`src/include/ssra_pkg.sv`:
```
// Shared constants and types for the sensor register access block
package ssra_pkg;

   // ==========================================================
   // Register locations selected by the pointer
   localparam logic [7:0] LOC_LOCAL_TEMP = 8'h00;
   localparam logic [7:0] LOC_REMOTE_TEMP = 8'h01;
   localparam logic [7:0] LOC_FLAGS = 8'h02;
   localparam logic [7:0] LOC_CFG_RD = 8'h03;
   localparam logic [7:0] LOC_LHL_RD = 8'h05;
   localparam logic [7:0] LOC_RHL_RD = 8'h07;
   localparam logic [7:0] LOC_CFG_WR = 8'h09;
   localparam logic [7:0] LOC_LHL_WR = 8'h0B;
   localparam logic [7:0] LOC_RHL_WR = 8'h0D;
   localparam logic [7:0] LOC_CRIT_RD = 8'h42;
   localparam logic [7:0] LOC_CRIT_WR = 8'h5A;
   localparam logic [7:0] LOC_MAKER = 8'hFE;
   localparam logic [7:0] LOC_REVISION = 8'hFF;

   // ==========================================================
   // Reset values and read fill
   localparam logic [7:0] PTR_RST = 8'h00;
   localparam logic [7:0] TEMP_RST = 8'h00;
   localparam logic [7:0] FLAGS_RST = 8'h00;
   localparam logic [7:0] CFG_RST = 8'h00;
   localparam logic [7:0] LIMIT_RST = 8'h7F;
   localparam logic [7:0] RD_UNDEF = 8'hFF;

   // ==========================================================
   // Field layouts
   localparam int FLAG_LOCAL_CRIT_FLAG = 0;
   localparam int FLAG_REMOTE_CRIT_FLAG = 1;
   localparam int FLAG_OPEN = 2;
   localparam int FLAG_REMOTE_HIGH_FLAG = 4;
   localparam int FLAG_LOCAL_HIGH_FLAG = 6;
   localparam logic [7:0] FLAG_USED_MASK = 8'h57;
   localparam logic [7:0] CFG_USED_MASK = 8'hBE;

   // ==========================================================
   // Slave address build: {high part, fixed one, low part}
   localparam logic [1:0] PIN_LOW = 2'h0;
   localparam logic [1:0] PIN_HIGH = 2'h1;
   localparam logic [1:0] PIN_FLOAT = 2'h2;
   localparam logic [2:0] HI_LOW = 3'h1;
   localparam logic [2:0] HI_FLOAT = 3'h2;
   localparam logic [2:0] HI_HIGH = 3'h4;
   localparam logic [2:0] LO_BASE_LOW = 3'h0;
   localparam logic [2:0] LO_BASE_FLOAT = 3'h1;
   localparam logic [2:0] LO_BASE_HIGH = 3'h4;
   localparam logic [2:0] LO_STEP_LOW = 3'h0;
   localparam logic [2:0] LO_STEP_FLOAT = 3'h1;
   localparam logic [2:0] LO_STEP_HIGH = 3'h2;
   localparam logic ADDR_FIXED_ONE = 1'b1;

   // ==========================================================
   // Timing
   localparam int CLK_PERIOD_NS = 100;
   localparam int TIMEOUT_MIN_US = 25000;
   localparam int TIMEOUT_MAX_US = 40000;
   localparam int TIMEOUT_US = 32000;
   localparam int TIMEOUT_CYC = TIMEOUT_US * 1000 / CLK_PERIOD_NS;
   localparam logic [3:0] BYTE_BITS = 4'h8;

   // Serial state machine
   typedef enum logic [3:0] {
      S_IDLE, S_ADDR, S_AACK, S_CMD, S_CACK, S_WDATA, S_WACK,
      S_RDATA, S_RACK, S_IGNORE
   } ssra_state_t;

endpackage

```
`src/ssra_core.sv`:
```
// Two-wire slave and pointer register file of the temperature monitor
//
// Contract
// - Thirteen data registers, chosen by the 8-bit pointer.
// - Pointer clears to zero at power-up, selecting local temperature.
// - Pointer keeps its value until a new command byte.
// - Reading flags clears them unless the comparison still shows a fault.
// - Other registers are read-only or write-only by address.
// - Write-only address value reads back at the paired read address; config keeps only its used bits.
// - Writes carry address, command, then exactly one data byte.
// - Read with address only when the pointer already fits.
// - Read elsewhere: address, command, repeated start, address, data.
// - Data bytes leave most significant bit first.
// - Master ack after read data loads the next byte; master nack ends the read cleanly.
// - A line low 40 ms or more returns the slave to idle.
// - Between 25 and 40 ms low, resetting is optional.
// - Any start condition restarts and expects an address byte.
// - Command byte of a write loads the pointer.
// - Locations 00h, 01h, 02h give temperatures and flags, zero at reset.
// - Locations 05h, 07h, 42h read the limits, reset to 127.
// - Locations 0Bh, 0Dh, 5Ah write the limits.
// - Locations FEh, FFh give maker and revision codes.
// - Flag bits 0,1,2,4,6 as listed; others read zero.
// - Slave address bit 3 is one; rest from select pins.
`timescale 1ns/10ps
module ssra_core
   import ssra_pkg::*;
#(
   parameter int TIMEOUT_CYCLES = TIMEOUT_CYC,
   parameter logic [7:0] MAKER_CODE = 8'hA5,  // arbitrary value
   parameter logic [7:0] DIE_REVISION = 8'h5C  // arbitrary value
) (
   // Clock, reset, enable
   input wire logic core_clk,
   input wire logic nrst,
   input wire logic clk_en,
   // Two-wire bus pins (data is open drain)
   input wire logic serial_clock_line,
   input wire logic serial_data_line_in,
   output logic serial_data_line_out,
   output logic serial_data_line_oe,
   // Address select pins: 0 low, 1 high, 2 floating
   input wire logic [1:0] addr_select_0,
   input wire logic [1:0] addr_select_1,
   // Conversion results from the same clock domain
   input wire logic conv_done,
   input wire logic [7:0] local_temp_in,
   input wire logic [7:0] remote_temp_in,
   input wire logic [7:0] fault_cond,
   // Setpoints for the comparison logic
   output logic [7:0] config_value,
   output logic [7:0] local_high_limit,
   output logic [7:0] remote_high_limit,
   output logic [7:0] critical_limit,
   // Alarm levels from the sticky flags
   output logic high_alarm_out,
   output logic critical_alarm_out
);

   logic [5:0] sync_q;
   logic scl_s;
   logic sda_s;
   logic [1:0] sel0_s;
   logic [1:0] sel1_s;
   logic scl_d;
   logic sda_d;
   logic scl_rise;
   logic scl_fall;
   logic start_det;
   logic stop_det;
   logic to_expired;
   logic addr_valid;
   logic [6:0] slave_addr;
   logic [6:0] pin_addr;
   ssra_state_t st;
   logic [3:0] bitcnt;
   logic [7:0] shreg;
   logic rd_dir;
   logic master_nack;
   logic sda_oe;
   logic rx_state;
   logic byte_in_done;
   logic cmd_done;
   logic wr_strobe;
   logic load_tx;
   logic status_rd;
   logic [7:0] rd_data;
   logic [7:0] register_pointer;
   logic [7:0] local_temp_value;
   logic [7:0] remote_temp_value;
   logic [7:0] alarm_flags;
   logic [7:0] next_flags;

   // ==========================================================
   // Pin synchronisation and line events
   ssra_sync #(
      .W(6)
   ) u_sync (
      .core_clk(core_clk),
      .nrst(nrst),
      .clk_en(clk_en),
      .d({serial_clock_line, serial_data_line_in, addr_select_0, addr_select_1}),
      .q(sync_q)
   );

   assign scl_s = sync_q[5];
   assign sda_s = sync_q[4];
   assign sel0_s = sync_q[3:2];
   assign sel1_s = sync_q[1:0];

   // Previous line levels, idle high
   always_ff @(posedge core_clk or negedge nrst) begin
      if (!nrst) begin
         scl_d <= 1'b1;
         sda_d <= 1'b1;
      end else if (clk_en) begin
         scl_d <= scl_s;
         sda_d <= sda_s;
      end
   end

   // Data changes while the clock is high mark start and stop
   assign scl_rise = scl_s && !scl_d;
   assign scl_fall = !scl_s && scl_d;
   assign start_det = scl_s && scl_d && sda_d && !sda_s;
   assign stop_det = scl_s && scl_d && !sda_d && sda_s;

   // ==========================================================
   // Stuck-line watchdog, fires between the 25 and 40 ms marks
   ssra_timeout #(
      .CYC(TIMEOUT_CYCLES)
   ) u_timeout (
      .core_clk(core_clk),
      .nrst(nrst),
      .clk_en(clk_en),
      .scl(scl_s),
      .sda(sda_s),
      .expired(to_expired)
   );

   // ==========================================================
   // Slave address from the select pins
   always_comb begin
      logic [2:0] hi;
      logic [2:0] base;
      logic [2:0] step;
      hi = HI_LOW;
      base = LO_BASE_LOW;
      step = LO_STEP_LOW;
      case (sel0_s)
         PIN_HIGH: begin
            hi = HI_HIGH;
            base = LO_BASE_HIGH;
         end
         PIN_FLOAT: begin
            hi = HI_FLOAT;
            base = LO_BASE_FLOAT;
         end
         default: ;
      endcase
      case (sel1_s)
         PIN_HIGH: step = LO_STEP_HIGH;
         PIN_FLOAT: step = LO_STEP_FLOAT;
         default: step = LO_STEP_LOW;
      endcase
      pin_addr = {hi, ADDR_FIXED_ONE, 3'(base + step)};
   end

   // Pins are caught at the first bus start and then ignored
   always_ff @(posedge core_clk or negedge nrst) begin
      if (!nrst) begin
         addr_valid <= 1'b0;
         slave_addr <= 7'h00;
      end else if (clk_en && start_det && !addr_valid) begin
         addr_valid <= 1'b1;
         slave_addr <= pin_addr;
      end
   end

   // ==========================================================
   // Byte framing
   assign rx_state = (st == S_ADDR) || (st == S_CMD) || (st == S_WDATA);
   assign byte_in_done = rx_state && scl_fall && (bitcnt == BYTE_BITS);
   assign cmd_done = byte_in_done && (st == S_CMD);
   assign wr_strobe = byte_in_done && (st == S_WDATA);
   // Address-only read reuses the stored pointer; ack reloads it
   assign load_tx = scl_fall && (((st == S_AACK) && rd_dir) ||
                                 ((st == S_RACK) && !master_nack));
   assign status_rd = load_tx && (register_pointer == LOC_FLAGS);

   // ==========================================================
   // Serial state machine
   always_ff @(posedge core_clk or negedge nrst) begin
      if (!nrst) begin
         st <= S_IDLE;
         bitcnt <= 4'h0;
         shreg <= 8'h00;
         rd_dir <= 1'b0;
         master_nack <= 1'b0;
         sda_oe <= 1'b0;
      end else if (clk_en) begin
         if (start_det) begin
            st <= S_ADDR;
            bitcnt <= 4'h0;
            sda_oe <= 1'b0;
         end else if (to_expired || stop_det) begin
            st <= S_IDLE;
            sda_oe <= 1'b0;
         end else begin
            case (st)
               S_ADDR, S_CMD, S_WDATA: begin
                  if (scl_rise && bitcnt != BYTE_BITS) begin
                     shreg <= {shreg[6:0], sda_s};
                     bitcnt <= bitcnt + 4'h1;
                  end else if (byte_in_done) begin
                     if (st != S_ADDR) begin
                        // Command and first data byte always acked, even if ignored
                        st <= (st == S_CMD) ? S_CACK : S_WACK;
                        sda_oe <= 1'b1;
                     end else if (addr_valid && shreg[7:1] == slave_addr) begin
                        st <= S_AACK;
                        rd_dir <= shreg[0];
                        sda_oe <= 1'b1;
                     end else begin
                        st <= S_IGNORE;
                     end
                  end
               end
               S_AACK, S_CACK: begin
                  if (load_tx) begin
                     shreg <= rd_data;
                     sda_oe <= !rd_data[7];
                     bitcnt <= 4'h1;
                     st <= S_RDATA;
                  end else if (scl_fall) begin
                     sda_oe <= 1'b0;
                     bitcnt <= 4'h0;
                     st <= (st == S_AACK) ? S_CMD : S_WDATA;
                  end
               end
               S_WACK: begin
                  // One data byte per write; more are not acked
                  if (scl_fall) begin
                     sda_oe <= 1'b0;
                     st <= S_IGNORE;
                  end
               end
               S_RDATA: begin
                  if (scl_fall) begin
                     if (bitcnt == BYTE_BITS) begin
                        sda_oe <= 1'b0;
                        st <= S_RACK;
                     end else begin
                        shreg <= {shreg[6:0], 1'b0};
                        sda_oe <= !shreg[6];
                        bitcnt <= bitcnt + 4'h1;
                     end
                  end
               end
               S_RACK: begin
                  if (scl_rise) begin
                     master_nack <= sda_s;
                  end else if (load_tx) begin
                     shreg <= rd_data;
                     sda_oe <= !rd_data[7];
                     bitcnt <= 4'h1;
                     st <= S_RDATA;
                  end else if (scl_fall) begin
                     st <= S_IGNORE;
                  end
               end
               default: ;
            endcase
         end
      end
   end

   assign serial_data_line_out = 1'b0;
   assign serial_data_line_oe = sda_oe;

   // ==========================================================
   // Pointer, loaded only by a command byte
   always_ff @(posedge core_clk or negedge nrst) begin
      if (!nrst) begin
         register_pointer <= PTR_RST;
      end else if (clk_en && cmd_done) begin
         register_pointer <= shreg;
      end
   end

   // Write-only locations feed the read-only mirrors
   always_ff @(posedge core_clk or negedge nrst) begin
      if (!nrst) begin
         config_value <= CFG_RST;
         local_high_limit <= LIMIT_RST;
         remote_high_limit <= LIMIT_RST;
         critical_limit <= LIMIT_RST;
      end else if (clk_en && wr_strobe) begin
         case (register_pointer)
            LOC_CFG_WR: config_value <= shreg & CFG_USED_MASK;
            LOC_LHL_WR: local_high_limit <= shreg;
            LOC_RHL_WR: remote_high_limit <= shreg;
            LOC_CRIT_WR: critical_limit <= shreg;
            default: ;
         endcase
      end
   end

   // Temperature results
   always_ff @(posedge core_clk or negedge nrst) begin
      if (!nrst) begin
         local_temp_value <= TEMP_RST;
         remote_temp_value <= TEMP_RST;
      end else if (clk_en && conv_done) begin
         local_temp_value <= local_temp_in;
         remote_temp_value <= remote_temp_in;
      end
   end

   // ==========================================================
   // Sticky flags; a new fault wins over the read clear
   always_comb begin
      next_flags = alarm_flags;
      if (status_rd) begin
         next_flags = alarm_flags & fault_cond;
      end
      if (conv_done) begin
         next_flags = next_flags | fault_cond;
      end
      next_flags = next_flags & FLAG_USED_MASK;
   end

   always_ff @(posedge core_clk or negedge nrst) begin
      if (!nrst) begin
         alarm_flags <= FLAGS_RST;
         high_alarm_out <= 1'b0;
         critical_alarm_out <= 1'b0;
      end else if (clk_en) begin
         alarm_flags <= next_flags;
         high_alarm_out <= next_flags[FLAG_LOCAL_HIGH_FLAG] | next_flags[FLAG_REMOTE_HIGH_FLAG];
         critical_alarm_out <= next_flags[FLAG_LOCAL_CRIT_FLAG] | next_flags[FLAG_REMOTE_CRIT_FLAG];
      end
   end

   // ==========================================================
   // Read data; write-only and reserved give a fixed fill
   always_comb begin
      case (register_pointer)
         LOC_LOCAL_TEMP: rd_data = local_temp_value;
         LOC_REMOTE_TEMP: rd_data = remote_temp_value;
         LOC_FLAGS: rd_data = alarm_flags;
         LOC_CFG_RD: rd_data = config_value;
         LOC_LHL_RD: rd_data = local_high_limit;
         LOC_RHL_RD: rd_data = remote_high_limit;
         LOC_CRIT_RD: rd_data = critical_limit;
         LOC_MAKER: rd_data = MAKER_CODE;
         LOC_REVISION: rd_data = DIE_REVISION;
         default: rd_data = RD_UNDEF;
      endcase
   end
endmodule // ssra_core

```
`src/ssra_sync.sv`:
```
// Two-flop synchroniser for pins entering the core clock domain
`timescale 1ns/10ps
module ssra_sync #(
   parameter int W = 1
) (
   // Clock, reset, enable
   input wire logic core_clk,
   input wire logic nrst,
   input wire logic clk_en,
   // Asynchronous in, synchronised out
   input wire logic [W-1:0] d,
   output logic [W-1:0] q
);

   logic [W-1:0] meta;

   // ==========================================================
   // First flop is read by the second only
   always_ff @(posedge core_clk or negedge nrst) begin
      if (!nrst) begin
         meta <= '1;
         q <= '1;
      end else if (clk_en) begin
         meta <= d;
         q <= meta;
      end
   end

endmodule // ssra_sync

```
`src/ssra_timeout.sv`:
```
// Bus line stuck-low watchdog
`timescale 1ns/10ps
module ssra_timeout #(
   parameter int CYC = 320000
) (
   // Clock, reset, enable
   input wire logic core_clk,
   input wire logic nrst,
   input wire logic clk_en,
   // Synchronised bus lines
   input wire logic scl,
   input wire logic sda,
   // One-cycle pulse when a line has been low too long
   output logic expired
);

   localparam int CW = $clog2(CYC + 1);
   localparam logic [CW-1:0] LIMIT = CW'(CYC);

   logic [CW-1:0] cnt;

   // ==========================================================
   // Count while either line is low; saturate so it fires once
   always_ff @(posedge core_clk or negedge nrst) begin
      if (!nrst) begin
         cnt <= '0;
         expired <= 1'b0;
      end else if (clk_en) begin
         expired <= 1'b0;
         if (scl && sda) begin
            cnt <= '0;
         end else if (cnt != LIMIT) begin
            cnt <= cnt + 1'b1;
            expired <= (cnt == LIMIT - 1'b1);
         end
      end
   end

endmodule // ssra_timeout

```
`config.mk`:
```
export PLATFORM = sky130hd
export DESIGN_NAME = ssra_core
export DESIGN_NICKNAME = d
export VERILOG_FILES = /design/src/include/ssra_pkg.sv /design/src/ssra_core.sv /design/src/ssra_sync.sv /design/src/ssra_timeout.sv
export SDC_FILE = /design/constraint.sdc
export NUM_CORES = 1
export LEC_CHECK = 0
export ABC_AREA = 0
export ABC_CLOCK_PERIOD_IN_PS = 2800
export BUFFER_PORTS_ARGS = -buffer_cell sky130_fd_sc_hd__buf_2
export CAP_MARGIN = 20
export CORE_MARGIN = 2
export CORE_UTILIZATION = 30
export CTS_CLUSTER_SIZE = 12
export DETAILED_ROUTE_END_ITERATION = 7
export HOLD_SLACK_MARGIN = 0.02
export PLACE_DENSITY = 0.43
export SYNTH_ARGS = -nofsm -noshare
export SYNTH_HDL_FRONTEND = slang
export SYNTH_SLANG_ARGS = --single-unit
```
`constraint.sdc`:
```
create_clock -name core_clk -period 2.8 [get_ports core_clk]
set_clock_uncertainty 0.05 [all_clocks]
set_input_delay 0.28 -clock core_clk [delete_from_list [all_inputs] [get_ports core_clk]]
set_output_delay 0.28 -clock core_clk [all_outputs]
set_load 0.1 [all_outputs]
```
==> reports/qor.yml, run 1 <==
status: "finished clean"
crit_chain: "inv_1, ha_1, and3b_1, and3_1, nand3_1, or3_1, nor3b_4, mux2_2"
synth_ff_type: "dfrtp_1"
reg2reg_slack_ns: 0.24
cts_made_buffers: 17
grt_util_all_layers: 0.160
rows: 54
routed_wl_um: 18500
synth.distinct_cells: 73
dieArea_um2: 23600
hold_ws_ns: 0.0334
overflow: 0
worst_pin_slew_ns: 0.835
synth_area_leaders: "dfrtp_1 (32%), dfstp_2 (14%), mux2_2 (13%)"
first_iter_violations: 372
finalCritPeriodShare: 0.914
hold_start: "remote_temp_in[3]"
leakage_nw: 3.44
synthToLayoutAreaGrowth_pct: 21.1
critPathBufInv: 1
slew_violations: 0
nets: 764
worstPathRequired_ns: 3.06
rr_startpoint: "bitcnt[1]"
ys_warn_count: 0
io_buffers: 63
p_per_area_nw_per_um2: 871
antenna_found_initial: 0
path_delay_family: "simple AND/OR/NAND/NOR gates"
cts.sinks: 121
cap_violations: 0
slew_headroom: 0.443
postSynthCellCount: 638
n_antenna_cell: 0
drtAntennaViolNets: 0
finalCoreUtilization: 0.371
end_kind: "register"
postSynthAreaPerCell_um2: 10.5
synth_seq_cells: 121
finalCriticalPeriod_ns: 2.56
worstReg2RegEnd: "config_value[7]"
async_reset_ff_frac: 1.00
coreArea_um2: 21900
fp.dieW_um: 154
first_pass_iters: 6
rsz0062_at_grt: "false"
fmax_mhz: 391
cts_tree: "built"
cts_root_buf: "clkbuf_16"
critPathKind: "reg2reg"
reg2reg_depth: 8
synth_area_leader_cell: "dfrtp_1"
place_congestion: 0.870
min_to: "remote_temp_value[3]"
synthesis.area_um2: 6710
cts_buffer_depth: 2
cpMaxStageDelayCell: "nor3b_4"
setup_tns_ns: 0
ir_worst_vdd_v: 0.000466
drc: 0
cp-start-kind: "register"
cts_hold_buf: 2
dp_hpwl_um: 13400
viasPerCell: 5.16
whs_path_depth: 2
grt_pass1_vias: 5201
setup_viol: 0
worstPathArrival_ns: 2.82
cp_slowest_stage_delay_ns: 0.47
drive_gt1_frac: 0.356
wl_per_cell_um: 18.2
grt_max_degree: 73
yosys.area.top_type_share: 0.321
vias: 5239
die-height_um: 154
io_pins: 70
hold_viol: 0
grt_pass1_wl_um: 29600
cts_resized: 0
seq_area_frac_synth: 0.458
cp_max_fo: 6
clk_pin_slew_worst_paths_ns: 0.06
cts.htree.levels: 4
initial_core_util: 0.306
clk_latency_ns: 0.42
postCtsSetupRepairBufs: 0
min_path_type: "in2reg"
synth_edf_count: 0
## stage by stage
step	cells	area, um^2	worst slack (ns)	power (mW)
after floorplan	640	6720	0.469	4.03
after global placement	981	7500	0.242	4.81
after detailed placement	981	7500	0.230	4.83
after CTS	1015	8120	0.207	7.13
after global routing	1015	8120	0.0855	7.50
final	1015	8120	0.240	7.07
## kinds of logic (layout without fill, tap and decap cells)
kind of cell / Yosys count / after routing / share of synthesized area
simple gates: 215 / 215 / 0.179
compound gates: 121 / 121 / 0.126
flops: 121 / 121 / 0.458
mux: 91 / 91 / 0.153
buf+inv: 56 / 151 / 0.0353
xor+xnor: 25 / 25 / 0.0326
fa+ha+maj: 8 / 8 / 0.0149
other cells: 1 / 3 / 0.000559
## cell usage in the layout, fill, tap and decap left out, types with 6 or more instances in the layout
cell       instances
o22ai_1            7
nand2_1           48
clkbuf_16         17
a21oi_1           20
dfrtp_1           86
a22o_1             8
buf_2             62
xor2_1            15
nand3_1           21
nand4_1           10
mux2i_1           10
nor3_1            13
ha_1               8
nor2b_1           11
a31oi_1           10
dfstp_2           35
inv_1             17
o21ai_0           27
xnor2_1           10
nand2b_1          13
nor2_1            47
mux2_2            79
buf_4             37
nor4_1            10
o21a_1             6
## flip-flops by register name (all words and copies together) (netlist names), 4 cells and up
| signal | flops |
|---|---|
| remote_high_limit | 8 |
| shreg | 8 |
| u_sync.meta | 6 |
| local_high_limit | 8 |
| remote_temp_value | 8 |
| alarm_flags | 5 |
| u_timeout.cnt | 19 |
| register_pointer | 8 |
| bitcnt | 4 |
| slave_addr | 7 |
| u_sync.q | 6 |
| critical_limit | 8 |
| local_temp_value | 8 |
| st | 4 |
| config_value | 6 |
## routing by layer
metal  global-route usage  routed length, um  up-vias
met3               0.0378                609       14
met4               0.0463                201        0
met2                0.240               8380       96
li1                     -                  -     2493
met5                    0                  0        -
met1                0.231               9260     2636
## synthesized netlist by cell type (8+ instances only)
| master | number |
|---|---|
| dfstp_2 | 35 |
| nand3_1 | 21 |
| xor2_1 | 15 |
| buf_2 | 12 |
| a21oi_1 | 20 |
| nor2_1 | 47 |
| nand2b_1 | 13 |
| o21ai_0 | 27 |
| dfrtp_1 | 86 |
| xnor2_1 | 10 |
| inv_1 | 17 |
| a31oi_1 | 10 |
| nand4_1 | 10 |
| a22o_1 | 8 |
| clkbuf_1 | 20 |
| nor2b_1 | 11 |
| nor4_1 | 10 |
| nor3_1 | 13 |
| nand2_1 | 48 |
| ha_1 | 8 |
| mux2_2 | 79 |
| mux2i_1 | 10 |
## worst max-delay path by stage
stage | from | cells after the start | end | slack (ns)
2_1_floorplan | scl_d | 6 | local_high_limit[7] | 0.47
3_3_place_gp | bitcnt[1] | 8 | config_value[7] | 0.24
3_5_place_dp | bitcnt[1] | 8 | config_value[7] | 0.23
4_1_cts | bitcnt[1] | 8 | config_value[7] | 0.21
5_1_grt | st[3] | 7 | alarm_flags[6] | 0.09
6_report | bitcnt[1] | 8 | config_value[7] | 0.24
## report_power, final
part	internal (mW)	switching, mW
sequential	2.04	0.352
clock	1.41	0.849
combinational	1.03	1.39
total	4.48	2.59
## final cells by class
cell class / instances / area, um^2
clock buffers: 19 / 433
flip-flops and latches: 121 / 3070
well taps: 280 / 350
repair buffers: 102 / 628
clock inverters: 13 / 168
multi-input cells: 463 / 3410
fillers: 2186 / 13800
inverters: 17 / 63.8
## worst reg2reg max path: stages (launching register included)
cell and delay, ns:
dfrtp_1 0.41, inv_1 0.07, ha_1 0.13, and3b_1 0.26, and3_1 0.21, nand3_1 0.08
or3_1 0.39, nor3b_4 0.47, mux2_2 0.40
Note: power is estimated with default switching activity, not from simulation.
==> inputs of run 2 (changes only) <==
Settings changed: PLACE_DENSITY 0.43 to default, SYNTH_HIERARCHICAL from default to 1.
==> run 2 against run 1 <==
  * Clock-buffer cell count fell by 2
  * Sequential share of layout area rose by 0.35 points
  * Fmax fell by 0.36%
  * Cell count barely moved
  * Non-clock buffer count fell by 7
  * Sequential power barely moved
  * Cell area fell by 0.91%
  * Largest power group is now sequential cells
==> reports/qor.yml, run 2 <==
synth.distinct_cells: 90
finalCriticalPeriod_ns: 2.57
min_path_type: "in2reg"
slew_headroom: 0.524
end_kind: "register"
synth_area_leaders: "dfrtp_1 (32%), dfstp_2 (14%), mux2_2 (11%)"
status: "finished clean"
reg2reg_slack_ns: 0.23
coreArea_um2: 22400
antenna_found_initial: 0
cts.sinks: 121
viasPerCell: 5.28
grt_util_all_layers: 0.149
cts_made_buffers: 17
cts_root_buf: "clkbuf_16"
io_pins: 70
setup_viol: 0
regMostFlops: "u_timeout/cnt"
finalCritPeriodShare: 0.918
yosys.area.top_type_share: 0.317
synth_compound_area_frac: 0.160
place_congestion: 0.898
layout_common_cells: "dfrtp_1 (86), mux2_2 (65), buf_2 (62)"
worstPathArrival_ns: 2.82
n_antenna_cell: 0
fmax_mhz: 389
whs_path_depth: 2
die-height_um: 154
yosysMostFrequentCell: "dfrtp_1"
synth_seq_cells: 121
nets: 759
routed_wl_um: 17200
clk_pin_slew_worst_paths_ns: 0.06
first_iter_violations: 300
ir_worst_vdd_v: 0.000566
finalCoreUtilization: 0.359
synthMuxAreaShare: 0.140
yosys.area_share.simple: 0.175
critPathKind: "reg2reg"
cap_violations: 0
n_fill_cell: 2238
dp_hpwl_um: 12600
initial_core_util: 0.302
slew_violations: 0
cts_tree: "built"
rows: 55
p_per_area_nw_per_um2: 762
vias: 5356
synth_area_leader_cell: "dfrtp_1"
seq_area_frac_synth: 0.453
grt_max_degree: 58
postSynthCellCount: 640
cp-start-kind: "register"
worstPathRequired_ns: 3.05
drive_gt1_frac: 0.355
wl_per_cell_um: 17.0
postSynthAreaPerCell_um2: 10.6
dieArea_um2: 23800
grt_pass1_vias: 5141
reg2reg_depth: 8
synthesis.area_um2: 6780
cts_buffer_depth: 2
setup_tns_ns: 0
synthToLayoutAreaGrowth_pct: 18.6
cts.htree.levels: 4
synth_xor_area_frac: 0.0116
clk_latency_ns: 0.42
drtAntennaViolNets: 0
io_buffers: 63
worstReg2RegEnd: "critical_limit[7]"
async_reset_ff_frac: 1.00
largest_reg_flops: 19
yosys.area_share.adder: 0.0181
grt_pass1_wl_um: 28200
final_common_cell: "dfrtp_1"
min_to: "remote_temp_value[5]"
rr_startpoint: "bitcnt[0]"
overflow: 0
synth_edf_count: 0
leakage_nw: 3.46
worst_pin_slew_ns: 0.714
synth_ff_type: "dfrtp_1"
fp.dieW_um: 154
synth_commonest_cells: "dfrtp_1 (86), mux2_2 (65), nand2_1 (43), nor2_1 (41), dfstp_2 (35)"
synth_top_family_by_area: "simple AND/OR/NAND/NOR gates"
ys_warn_count: 6
drc: 0
rsz0062_at_grt: "false"
cp_max_fo: 8
first_pass_iters: 5
hold_viol: 0
hold_start: "remote_temp_in[5]"
-- run 2: changes by cell type in the layout (fill, tap and decap cells not counted), moves of 7 or more --
cell	previous run	this run
a21oi_1	20	31
a22o_1	8	16
buf_4	37	30
mux2_2	79	65
mux2_4	1	10
nand2b_1	13	4
xor2_1	15	5
-- run 2: worst max path at each step --
stage | startpoint | cells after the start | slack (ns) | endpoint
final | bitcnt[0] | 8 | 0.23 | critical_limit[7]
after detailed placement | bitcnt[0] | 8 | 0.22 | critical_limit[7]
after global routing | bitcnt[0] | 8 | 0.05 | critical_limit[7]
after global placement | bitcnt[0] | 8 | 0.25 | critical_limit[7]
after CTS | bitcnt[0] | 8 | 0.21 | critical_limit[7]
after floorplan | bitcnt[0] | 9 | 0.36 | critical_limit[7]
-- run 2: cell families (layout without fill, tap and decap cells) --
family | after synthesis | after routing
XOR/XNOR | 9 | 9
flip-flops | 121 | 121
adder cells (fa/ha/maj) | 10 | 10
other | 1 | 3
AO/OA/AOI/OAI | 154 | 154
AND/OR/NAND/NOR | 207 | 207
multiplexers | 82 | 82
buffers and inverters | 56 | 143
-- run 2: layout make-up --
type                            instances  area (um^2)  area share
Clock inverter                         15          120      0.0149
Multi-Input combinational cell        465         3440       0.427
Inverter                               16         60.1     0.00746
Clock buffer                           17          425      0.0529
Sequential cell                       121         3070       0.382
Timing Repair Buffer                   95          576      0.0715
Tap cell                              285          357      0.0443
-- run 2: what timing repair did --
action	CTS	global route
setup endpoints to repair	0	0
hold endpoints to repair	27	1
hold buffers	1	1
setup buffers	0	0
gates resized for setup	0	0
-- run 2: power by group --
| part | switching, mW | internal (mW) | total (mW) | leakage (nW) |
|---|---|---|---|---|
| registers | 0.379 | 2.03 | 2.41 | 1.47 |
| clock network | 0.856 | 1.14 | 2.00 | 0.255 |
| logic | 0.972 | 0.756 | 1.73 | 1.74 |
-- run 2: per-stage QoR --
step	setup slack (ns)	hold slack, ns	cell area, um^2	power [mW]	std cells
final	0.230	0.0432	8050	6.14	1014
after floorplan	0.355	-0.0656	6790	3.59	642
after detailed placement	0.224	0.290	7480	4.14	980
after global routing	0.0479	0.0274	8050	6.50	1014
after CTS	0.214	0.0233	8040	6.18	1013
after global placement	0.249	0.293	7480	4.13	980
-- run 2: critical path, stage by stage (launching register included) --
cell and delay (ns):
dfrtp_1 0.40, inv_1 0.09, ha_1 0.15, nand3b_1 0.10, nor2_1 0.12, nand3_1 0.15, or4b_1 0.58, and4bb_2 0.47
mux2_2 0.36
-- run 2: per-layer routing --
layer,vias to the layer above,global-route usage,routed length [um]
met4,0,0.0379,172
met1,2649,0.208,8190
met3,18,0.0381,796
met5,-,0,0
li1,2542,-,-
met2,147,0.231,8070
==> inputs of run 3 (changes only) <==
Settings changed: CAP_MARGIN 20 to default, REMOVE_ABC_BUFFERS from default to 1.
==> run 3 against run 2 <==
  * Fmax down 2.2%
  * Flip-flop and latch count unchanged
  * Non-clock buffer count is the same
  * First-iteration DRC count up 41%
  * Total power increased by 4.8%
  * Cell area up 0.81%
  * Register-to-register slack worse by 0.06 ns
  * Cell count unchanged
  * Global-route usage rose by 0.28 points
  * Worst setup slack worse by 0.057 ns
  * Sequential share of layout area is 0.31 points lower
  * Routed wire length grew 1.0%
==> reports/qor.yml, run 3 (synthesis gave the netlist of run 2 again) <==
worst_pin_slew_ns: 0.664
ir_worst_vdd_v: 0.000451
initial_core_util: 0.302
met1_usage: 0.215
netSwitchingFraction: 0.342
viasPerCell: 5.28
critPathBufInv: 1
nets: 759
fin_ws_ns: 0.173
cts_buffer_depth: 2
p_seq_frac: 0.375
first_iter_violations: 423
p_int_mw: 4.23
cts_made_buffers: 17
setup_viol: 0
use_met3: 0.0333
final_common_cell: "dfrtp_1"
grt_util_all_layers: 0.152
regMostFlops: "u_timeout/cnt"
cp_slowest_stage_delay_ns: 0.63
path_delay_family: "simple AND/OR/NAND/NOR gates"
hold_ws_ns: 0.0285
first_pass_iters: 6
rows: 55
dp_hpwl_um: 12600
vias: 5357
p_switching_mw: 2.20
dp_slack_ns: 0.193
grt_max_degree: 55
die-height_um: 154
antenna_found_initial: 0
drtAntennaViolNets: 0
rsz0062_at_grt: "false"
worstPathArrival_ns: 2.89
drive_gt1_frac: 0.357
grt_use_met2: 0.228
worstPathRequired_ns: 3.06
comb_power_share: 0.276
cts_tree: "built"
io_buffers: 63
layout_common_cells: "dfrtp_1 (86), mux2_2 (65), buf_2 (62)"
cts_root_buf: "clkbuf_16"
cpMaxStageDelayCell: "or4b_1"
leakage_nw: 3.50
fp.dieW_um: 154
routed_wl_um: 17400
crit_chain: "inv_1, ha_1, nand3b_1, nor2_1, nand3_1, or4b_1, and4bb_2, mux2_2"
finalCritPeriodShare: 0.938
cp_max_fo: 8
fmax_mhz: 381
critPathKind: "reg2reg"
grt_pass1_vias: 5212
coreArea_um2: 22400
cp-start-kind: "register"
worstReg2RegEnd: "critical_limit[7]"
dieArea_um2: 23800
io_pins: 70
n_fill_cell: 2240
synthToLayoutAreaGrowth_pct: 19.6
clk_pin_slew_worst_paths_ns: 0.06
n_antenna_cell: 0
wl_per_cell_um: 17.2
power.total_mw: 6.43
reg2reg_slack_ns: 0.17
startpoint: "bitcnt[0]"
crit_cells: 8
multi_input_area_um2: 3440
crit_end: "critical_limit[7]"
p_per_area_nw_per_um2: 793
end_kind: "register"
cts.htree.levels: 4
clk_latency_ns: 0.43
finalCriticalPeriod_ns: 2.63
cap_violations: 0
status: "finished clean"
rr_startpoint: "bitcnt[0]"
slew_headroom: 0.554
reg2reg_depth: 8
slew_violations: 0
busiest_layer: "met2"
largest_reg_flops: 19
drc: 0
pwr-share-clk: 0.349
overflow: 0
grt_pass1_wl_um: 28400
hold_viol: 0
min_path_type: "in2reg"
cts.sinks: 121
setup_tns_ns: 0
place_congestion: 0.870
area.sequential_um2: 3070
==> run 3: final cells by class <==
type,instances,share of cell area
repair buffers,95,0.0706
well taps,285,0.0440
flip-flops and latches,121,0.379
multi-input cells,465,0.424
inverters,16,0.00740
clock buffers,18,0.0541
clock inverters,14,0.0214
==> run 3: power groups by stage <==
stage	Sequential [mW]	Clock, mW	Combinational, mW
finish	2.41	2.24	1.78
global route	2.46	2.38	1.96
CTS	2.40	2.29	1.76
detailed placement	2.43	0	1.75
global placement	2.43	0	1.72
floorplan	2.39	0	1.10
==> run 3: worst min path at each step <==
stage / from / end / depth (start not counted)
floorplan: nrst / alarm_flags[0] / 0
global placement: nrst / config_value[4] / 1
detailed placement: nrst / config_value[4] / 1
CTS: remote_temp_in[0] / remote_temp_value[0] / 2
global route: addr_select_0[0] / u_sync/meta[2] / 2
finish: fault_cond[2] / alarm_flags[2] / 3
==> run 3: layer usage <==
layer  vias up  share of wire  routed length (um)
met5         -              0                   0
met4         0          0.017                 300
met3        21          0.051                 895
met2       165           0.46                7950
met1      2629           0.47                8260
li1       2542              -                   -
==> run 3: repair_timing <==
action | in CTS | in global routing
hold endpoints to repair | 32 | 0
hold buffers | 1 | 0
resized for setup | 0 | 0
setup buffers | 0 | 0
==> run 3: metrics by stage <==
step	utilization	instances	instance area [um^2]
global placement	0.334	981	7490
global route	0.362	1014	8110
detailed placement	0.334	981	7490
finish	0.362	1014	8110
floorplan	-	602	6570
CTS	0.362	1014	8110
==> run 3: worst register-to-register path, stage by stage, from the launching register on <==
cell      delay (ns)
dfrtp_1         0.40
inv_1           0.10
ha_1            0.15
nand3b_1        0.10
nor2_1          0.11
nand3_1         0.13
or4b_1          0.63
and4bb_2        0.48
mux2_2          0.36
